[src/sdm_pkg.sv]
// Constants for the serial peripheral duplex-mode block
package sdm_pkg;
	// Register offsets, byte addresses
	localparam logic [7:0] OFS_CTRL   = 8'h00;
	localparam logic [7:0] OFS_STATUS = 8'h04;
	localparam logic [7:0] OFS_DATA   = 8'h08;
	// Control register fields
	localparam int CTL_ENABLE  = 0;
	localparam int CTL_MASTER  = 1;
	localparam int CTL_SINGLE  = 2;
	localparam int CTL_OUTDIR  = 3;
	localparam int CTL_RECEIVE_ONLY_SELECT  = 4;
	localparam int CTL_SOFTSEL = 5;
	localparam int CTL_SELLVL  = 6;
	localparam int CTL_TX_EMPTY_IRQ_ENABLE   = 7;
	localparam int CTL_RX_FULL_IRQ_ENABLE  = 8;
	localparam int CTL_WIDTH   = 9;
	localparam logic [CTL_WIDTH-1:0] CTL_RESET = 9'h000;
	// Status register fields
	localparam int STS_TXE  = 0;
	localparam int STS_RX_NOT_EMPTY_FLAG = 1;
	localparam int STS_BUSY = 2;
	localparam int STS_OVR  = 3;
	// Word and timing figures
	localparam int WORD_BITS = 8;
	localparam int BUSY_DELAY = 2;
	localparam int SCK_HALF_DIV = 4;
	localparam logic [1:0] BUSY_WAIT_LOAD = 2'(BUSY_DELAY - 1);
	// Master engine states
	typedef enum logic [0:0] {
		M_IDLE  = 1'b0,
		M_SHIFT = 1'b1
	} sdm_mstate_t;
endpackage : sdm_pkg

[src/sdm_spi_core.sv]
// Serial peripheral data path, buffers, flags and duplex modes
`timescale 1ns/1ps
module sdm_spi_core #(
	parameter int HALF_DIV = sdm_pkg::SCK_HALF_DIV
) (
	// Clock and reset
	input  wire logic        REF_CLK,
	input  wire logic        RESETN,
	// Register port
	input  wire logic [7:0]  REG_ADDR,
	input  wire logic [31:0] REG_WDATA,
	input  wire logic        REG_WR,
	input  wire logic        REG_RD,
	output logic      [31:0] REG_RDATA,
	// Serial clock pin
	input  wire logic        SCK_IN,
	output logic             SCK_OUT,
	output logic             SCK_OE,
	// Master-out data pin
	input  wire logic        MOSI_IN,
	output logic             MOSI_OUT,
	output logic             MOSI_OE,
	// Master-in data pin
	input  wire logic        MISO_IN,
	output logic             MISO_OUT,
	output logic             MISO_OE,
	// Slave select and event request
	input  wire logic        SLAVE_SELECT_N,
	output logic             IRQ_REQ
);
	import sdm_pkg::*;

	logic [CTL_WIDTH-1:0] ctrl;
	logic        peripheral_enable, master_sel, single_line_mode;
	logic        single_line_output_dir, receive_only_select;
	logic        soft_select_mgmt, soft_select_level;
	logic        tx_empty_irq_enable, rx_full_irq_enable;
	logic [7:0]  tx_buf, rx_buf, sreg;
	logic        tx_empty_flag, rx_not_empty_flag, overrun_flag;
	logic        busy_flag;
	logic [2:0]  bit_cnt;
	logic        sample, sck_lvl, sck_prev;
	logic        s_mid, s_guard;
	logic [1:0]  busy_wait;
	sdm_mstate_t mstate;
	logic        sck_s, mosi_s, miso_s, nss_s;
	logic        tick;
	logic        ctrl_wr, data_wr, data_rd, stat_rd;
	logic        tx_en, rx_en, cont_mode, din, selected, s_act;
	logic        s_rise, s_fall, m_rise, m_fall, rise, fall;
	logic        start_m, cont_m, word_end, load, take_tx, cap;
	logic [7:0]  cap_word;

	// Control fields
	assign peripheral_enable      = ctrl[CTL_ENABLE];
	assign master_sel             = ctrl[CTL_MASTER];
	assign single_line_mode       = ctrl[CTL_SINGLE];
	assign single_line_output_dir = ctrl[CTL_OUTDIR];
	assign receive_only_select    = ctrl[CTL_RECEIVE_ONLY_SELECT];
	assign soft_select_mgmt       = ctrl[CTL_SOFTSEL];
	assign soft_select_level      = ctrl[CTL_SELLVL];
	assign tx_empty_irq_enable    = ctrl[CTL_TX_EMPTY_IRQ_ENABLE];
	assign rx_full_irq_enable     = ctrl[CTL_RX_FULL_IRQ_ENABLE];

	// Register access decode
	assign ctrl_wr = REG_WR && (REG_ADDR == OFS_CTRL);
	assign data_wr = REG_WR && (REG_ADDR == OFS_DATA);
	assign data_rd = REG_RD && (REG_ADDR == OFS_DATA);
	assign stat_rd = REG_RD && (REG_ADDR == OFS_STATUS);

	// Pins come from another domain, two flops before any use
	sdm_sync2 #(
		.W(4)
	) u_sync (
		.clk  (REF_CLK),
		.rst_n(RESETN),
		.d    ({SCK_IN, MOSI_IN, MISO_IN, SLAVE_SELECT_N}),
		.q    ({sck_s, mosi_s, miso_s, nss_s})
	);

	// Master bit-rate enable, runs only inside a transfer
	sdm_tick_div #(
		.DIV(HALF_DIV)
	) u_div (
		.clk  (REF_CLK),
		.rst_n(RESETN),
		.run  (mstate == M_SHIFT),
		.tick (tick)
	);

	// Mode decode: what each configuration sends and receives
	assign tx_en = single_line_mode ? single_line_output_dir
	                                : !receive_only_select;
	assign rx_en = single_line_mode ? !single_line_output_dir
	                                : 1'b1;
	assign cont_mode = single_line_mode ? !single_line_output_dir
	                                    : receive_only_select;
	// Data source: one shared wire in single-line mode
	assign din = (master_sel ^ single_line_mode) ? miso_s
	                                             : mosi_s;

	// Slave selection by pin or software level
	assign selected = soft_select_mgmt ? !soft_select_level
	                                   : !nss_s;
	assign s_act    = !master_sel && peripheral_enable && selected;
	assign s_rise   = sck_s && !sck_prev;
	assign s_fall   = !sck_s && sck_prev;

	// Edge events of whichever role is active
	assign m_rise = (mstate == M_SHIFT) && tick && !sck_lvl;
	assign m_fall = (mstate == M_SHIFT) && tick && sck_lvl;
	assign rise   = master_sel ? m_rise : (s_act && s_rise);
	assign fall   = master_sel ? m_fall : (s_act && s_fall);
	assign word_end = fall && (bit_cnt == 3'(WORD_BITS - 1));

	// Master start: write-driven after the busy delay, or free-running
	assign start_m = master_sel && peripheral_enable
	              && (mstate == M_IDLE)
	              && (cont_mode
	               || (tx_en && !tx_empty_flag
	                   && busy_wait == 2'b00));
	// Master carries on without a gap while work remains
	assign cont_m = peripheral_enable
	             && (cont_mode || (tx_en && !tx_empty_flag));

	// Moves from Tx buffer to shift register
	assign load = master_sel ? (start_m || (m_fall && word_end && cont_m))
	                         : (s_act && s_rise && !s_mid);
	assign take_tx  = load && tx_en && !tx_empty_flag;
	assign cap      = rise && rx_en
	               && (bit_cnt == 3'(WORD_BITS - 1));
	assign cap_word = {sreg[6:0], din};

	// Sampled serial clock for slave edge detection
	always_ff @(posedge REF_CLK) begin
		if (!RESETN)
			sck_prev <= 1'b0;
		else
			sck_prev <= sck_s;
	end

	// Control register
	always_ff @(posedge REF_CLK) begin
		if (!RESETN)
			ctrl <= CTL_RESET;
		else if (ctrl_wr)
			ctrl <= REG_WDATA[CTL_WIDTH-1:0];
	end

	// Write always lands in the Tx buffer, overwriting any old word
	always_ff @(posedge REF_CLK) begin
		if (!RESETN)
			tx_buf <= 8'h00;
		else if (data_wr)
			tx_buf <= REG_WDATA[7:0];
	end

	// Tx-empty; a write in the load cycle keeps the new word pending
	always_ff @(posedge REF_CLK) begin
		if (!RESETN)
			tx_empty_flag <= 1'b1;
		else if (data_wr)
			tx_empty_flag <= 1'b0;
		else if (take_tx)
			tx_empty_flag <= 1'b1;
	end

	// Busy delay after a write, so status lags the write
	always_ff @(posedge REF_CLK) begin
		if (!RESETN)
			busy_wait <= 2'b00;
		else if (data_wr)
			busy_wait <= BUSY_WAIT_LOAD;
		else if (busy_wait != 2'b00)
			busy_wait <= busy_wait - 2'b01;
	end

	// Rx buffer and Rx-not-empty; a new word beats a same-cycle read
	always_ff @(posedge REF_CLK) begin
		if (!RESETN) begin
			rx_buf            <= 8'h00;
			rx_not_empty_flag <= 1'b0;
		end else if (cap && (!rx_not_empty_flag || data_rd)) begin
			rx_buf            <= cap_word;
			rx_not_empty_flag <= 1'b1;
		end else if (data_rd) begin
			rx_not_empty_flag <= 1'b0;
		end
	end

	// Overrun: new word lost, unread word kept; status read clears, set wins
	always_ff @(posedge REF_CLK) begin
		if (!RESETN)
			overrun_flag <= 1'b0;
		else if (cap && rx_not_empty_flag && !data_rd)
			overrun_flag <= 1'b1;
		else if (stat_rd)
			overrun_flag <= 1'b0;
	end

	// Master state: stops at a word boundary, or at once when master role is cleared
	always_ff @(posedge REF_CLK) begin
		if (!RESETN)
			mstate <= M_IDLE;
		else if (!master_sel)
			mstate <= M_IDLE;
		else if (start_m)
			mstate <= M_SHIFT;
		else if (m_fall && word_end && !cont_m)
			mstate <= M_IDLE;
	end

	// Master clock level, toggled by the divider ticks
	always_ff @(posedge REF_CLK) begin
		if (!RESETN || mstate == M_IDLE)
			sck_lvl <= 1'b0;
		else if (tick)
			sck_lvl <= !sck_lvl;
	end

	// Shift engine for both roles; mode 0, MSB first
	always_ff @(posedge REF_CLK) begin
		if (!RESETN) begin
			sreg    <= 8'h00;
			bit_cnt <= 3'h0;
			sample  <= 1'b0;
		end else if (!master_sel && !s_act) begin
			bit_cnt <= 3'h0;
		end else begin
			if (rise)
				sample <= din;
			if (load && !master_sel)
				sreg <= take_tx ? tx_buf : 8'h00;
			if (load && master_sel)
				sreg <= take_tx ? tx_buf : 8'h00;
			else if (fall && !word_end)
				sreg <= {sreg[6:0], sample};
			if (fall)
				bit_cnt <= bit_cnt + 3'h1;
		end
	end

	// Slave word tracking and the busy gap between words
	always_ff @(posedge REF_CLK) begin
		if (!RESETN || !s_act) begin
			s_mid   <= 1'b0;
			s_guard <= 1'b0;
		end else begin
			if (load)
				s_mid <= 1'b1;
			else if (word_end)
				s_mid <= 1'b0;
			if (word_end)
				s_guard <= 1'b1;
			else if (s_fall && bit_cnt == 3'h0)
				s_guard <= 1'b0;
		end
	end

	// Busy: master while shifting, slave inside a word past the gap
	always_ff @(posedge REF_CLK) begin
		if (!RESETN)
			busy_flag <= 1'b0;
		else if (master_sel)
			busy_flag <= (mstate == M_SHIFT) || start_m;
		else
			busy_flag <= s_act && s_mid && !s_guard
			          && !word_end;
	end

	// Pin drivers, registered; released pins stay undriven
	always_ff @(posedge REF_CLK) begin
		if (!RESETN) begin
			SCK_OUT  <= 1'b0;
			SCK_OE   <= 1'b0;
			MOSI_OUT <= 1'b0;
			MOSI_OE  <= 1'b0;
			MISO_OUT <= 1'b0;
			MISO_OE  <= 1'b0;
		end else begin
			SCK_OE   <= master_sel && peripheral_enable;
			SCK_OUT  <= master_sel && peripheral_enable && sck_lvl;
			MOSI_OE  <= master_sel && peripheral_enable
			         && tx_en;
			MOSI_OUT <= sreg[7];
			MISO_OE  <= s_act && tx_en;
			// Slave shows first bit before the first clock edge
			MISO_OUT <= s_mid ? sreg[7]
			                  : (!tx_empty_flag && tx_buf[7]);
		end
	end

	// Event request from flags and their enables
	always_ff @(posedge REF_CLK) begin
		if (!RESETN)
			IRQ_REQ <= 1'b0;
		else
			IRQ_REQ <= (tx_empty_flag && tx_empty_irq_enable)
			        || (rx_not_empty_flag && rx_full_irq_enable);
	end

	// Register read data, valid the cycle after the strobe
	always_ff @(posedge REF_CLK) begin
		if (!RESETN)
			REG_RDATA <= 32'h00000000;
		else if (REG_RD) begin
			unique case (REG_ADDR)
				OFS_CTRL:   REG_RDATA <= 32'(ctrl);
				OFS_STATUS: REG_RDATA <= 32'({overrun_flag, busy_flag,
				                rx_not_empty_flag, tx_empty_flag});
				OFS_DATA:   REG_RDATA <= {24'h000000, rx_buf};
				default:    REG_RDATA <= 32'h00000000;
			endcase
		end
	end
endmodule : sdm_spi_core

[src/sdm_sync2.sv]
// Two-stage synchroniser for pin inputs
`timescale 1ns/1ps
module sdm_sync2 #(
	parameter int W = 1
) (
	// Clock and reset
	input  wire logic         clk,
	input  wire logic         rst_n,
	// Asynchronous in, synchronised out
	input  wire logic [W-1:0] d,
	output logic      [W-1:0] q
);
	logic [W-1:0] meta;

	// First stage feeds only the second
	always_ff @(posedge clk) begin
		if (!rst_n) begin
			meta <= '0;
			q    <= '0;
		end else begin
			meta <= d;
			q    <= meta;
		end
	end
endmodule : sdm_sync2

[src/sdm_tick_div.sv]
// Half-period tick divider for the master serial clock
`timescale 1ns/1ps
module sdm_tick_div #(
	parameter int DIV = 4
) (
	// Clock and reset
	input  wire logic clk,
	input  wire logic rst_n,
	// Run gate and enable pulse
	input  wire logic run,
	output logic      tick
);
	logic [15:0] cnt;

	// Restarts at zero so first edge is a full half period away
	always_ff @(posedge clk) begin
		if (!rst_n || !run) begin
			cnt  <= 16'h0000;
			tick <= 1'b0;
		end else if (cnt == 16'(DIV - 1)) begin
			cnt  <= 16'h0000;
			tick <= 1'b1;
		end else begin
			cnt  <= cnt + 16'h0001;
			tick <= 1'b0;
		end
	end
endmodule : sdm_tick_div

[config.mk]
export PLATFORM = sky130hd
export DESIGN_NAME = sdm_spi_core
export DESIGN_NICKNAME = d
export VERILOG_FILES = /design/src/sdm_pkg.sv /design/src/sdm_spi_core.sv /design/src/sdm_sync2.sv /design/src/sdm_tick_div.sv
export SDC_FILE = /design/constraint.sdc
export NUM_CORES = 1
export LEC_CHECK = 0
export ABC_AREA = 1
export BUFFER_PORTS_ARGS = -buffer_cell sky130_fd_sc_hd__buf_2
export CAP_MARGIN = 15
export CORE_MARGIN = 2
export CORE_UTILIZATION = 51
export DETAILED_ROUTE_END_ITERATION = 6
export PLACE_DENSITY = 0.76
export SYNTH_ARGS = -nofsm -noshare
export SYNTH_HDL_FRONTEND = slang
export SYNTH_SLANG_ARGS = --single-unit
export TNS_END_PERCENT = 5
[constraint.sdc]
create_clock -name REF_CLK -period 2.03 [get_ports REF_CLK]
set_input_delay 0.406 -clock REF_CLK [delete_from_list [all_inputs] [get_ports REF_CLK]]
set_output_delay 0.406 -clock REF_CLK [all_outputs]
set_load 0.02 [all_outputs]
==> results.tsv <==
metric	value	unit
startpoint_type	flop	
cp_max_fo	3	
postCtsResizedCells	0	
fp.dieH	92.9	µm
clock_path_buffers	2	
antenna_found_initial	0	
finalCritPeriodShare	0.886	
hold_violations	0	
final_area	4500	µm²
cts-root-buf	clkbuf_8	
pin_count	87	
fmax	556	MHz
dp_hpwl	6.36	mm
diodes	0	
synth_warnings	0	
place_congestion	0.891	
drv_cap	0	
portBuffers	40	
place_area	4300	µm²
worst_slack	0.231	ns
ir_worst_vdd	399	µV
wl	8.61	mm
grtUsageMet2	0.336	
drive_gt1_frac	0.159	
reg2reg_slack	0.23	ns
drv_slew	0	
nets	651	
grt-busiest-layer	met2	
status	finished, final reports clean	
cts_tree	built	
cp.required	2.28	ns
dp_slack	0.173	ns
ctsHoldBuffers	0	
wl_per_cell	12.2	µm
cts.sinks	89	
mostFrequentLayoutCells	nand2_1, dfxtp_1, inv_1, a21oi_1, nor2_1	
hold_path_class	input pin to flop	
grt.overflow.total	0	
layout_commonest_cell	nand2_1	
fin_util	0.586	
synthCells	548	
grt_pass1_wl	14.7	mm
syn_area_per_cell	7.35	µm²
die_x	92.9	µm
setup_viol	0	
p_per_area	682	nW/µm²
worstReg2RegEnd	u_div.cnt[14]	
synth_area	4030	µm²
hold_path_end	u_sync.meta[1]	
dr.pass1.iters	5	
grtUsageTotal	0.213	
min_from	MISO_IN	
fin_crit	1.80	ns
area_growth	11.8	%
crit_type	flop to flop	
yosysSeqAreaShare	0.442	
grt_max_degree	42	
vias_per_cell	4.96	
rows	32	
cts_max_level	3	
cp-end-kind	flop	
clk_pin_slew	0.10	ns
route.detailed.drc	0	
skew	0.0153	ns
rsz0062_at_grt	no	
ant_nets	0	
grt_use_met1	0.283	
r2r-start	u_div.cnt[0]	
numCtsBuffers	9	
die-area	8630	µm²
reg2reg_depth	10	
drt-initial-drc-count	257	
grtUsageMet3	0.0480	
finalSetupTns	0	ns
hold_path_depth	3	
ys_types	45	
cts_setup_buffers	0	
core	7690	µm²
worst_ep_arrival_time	2.05	ns
clk_latency	0.36	ns
ys_ff_latch	89	
initial_core_util	0.524	
num_vias	3497	
p_leak	0.00193	µW
grt_pass1_vias	3273	
cell type report:
type	count	area, µm²
clock buffers	9	124
clock inverters	7	52.6
fillers	709	3180
inverters	76	294
multi-input cells	369	1830
flip-flops and latches	89	1780
well taps	102	128
repair buffers	53	298
synthesized netlist by cell type, drive strengths merged:
library cell	count	area [µm²]
ha	5	62.6
nor3	10	71.3
nand2	125	494
a211oi	1	7.51
o21a	2	15.0
o21bai	1	7.51
xnor2	1	8.76
nor3b	3	22.5
clkbuf	7	26.3
a31oi	1	6.26
clkinv	5	25.0
inv	71	269
a21oi	52	260
nor2	54	215
o41ai	1	8.76
dfxtp	89	1780
o211ai	3	22.5
nand4	14	87.6
buf	29	206
nor4	3	18.8
conb	1	3.75
nand3b	1	7.51
xor2	2	17.5
or2	1	6.26
a2111oi	1	8.76
nand3	35	203
o21ai	30	165
flip-flops by register name, indices dropped and copies added (netlist names), 2 cells and up:
name	count
bit_cnt	3
sreg	8
busy_wait	2
tx_buf	8
u_div.cnt	16
u_sync.meta	4
ctrl	9
REG_RDATA	9
u_sync.q	4
rx_buf	8
cells by family after synthesis:
kind of cell,after synthesis,share of synthesized area
compound gates,92,0.125
xor+xnor,3,0.00652
simple gates,246,0.280
other cells,1,0.000931
fa+ha+maj,5,0.0155
flops,89,0.442
buf+inv,112,0.131
worst max-delay path by stage:
stage                  from             to  slack [ns]  cells after the start
2_1_floorplan   REG_ADDR[1]        ctrl[7]        0.41                      9
3_3_place_gp    REG_ADDR[1]        ctrl[7]        0.22                      9
3_5_place_dp    REG_ADDR[1]        ctrl[1]        0.17                      9
4_1_cts        u_div.cnt[0]  u_div.cnt[14]        0.20                     10
5_1_grt        u_div.cnt[0]  u_div.cnt[14]        0.02                     10
6_report       u_div.cnt[0]  u_div.cnt[14]        0.23                     10
report_power, final:
part	switching (µW)	internal [µW]	leakage, µW
logic	125	58.7	0.00114
clock network	655	450	0.0000783
registers	11.8	1770	0.000719
per-layer routing:
metal / share of wire / wire [µm]
met1: 0.46 / 3980
met4: 0.020 / 168
met3: 0.071 / 607
met2: 0.45 / 3850
met5: 0 / 0
metrics by stage:
step	std cells	hold slack (ns)	power, µW
6_report	705	0.223	3070
5_1_grt	705	0.230	3200
2_1_floorplan	570	0.390	1990
3_5_place_dp	689	0.398	2010
4_1_cts	705	0.216	3090
3_3_place_gp	689	0.392	2000
worst max-delay path, stage by stage, from the launching register on:
cell	delay (ns)
dfxtp_1	0.36
ha_1	0.22
nand3_2	0.15
nor3_4	0.24
nand2_1	0.09
nor2_2	0.12
nand2_2	0.10
nor2_4	0.12
nand3_1	0.10
o21ai_1	0.14
a21oi_1	0.05
No activity file was read; power rests on OpenSTA's default activity.
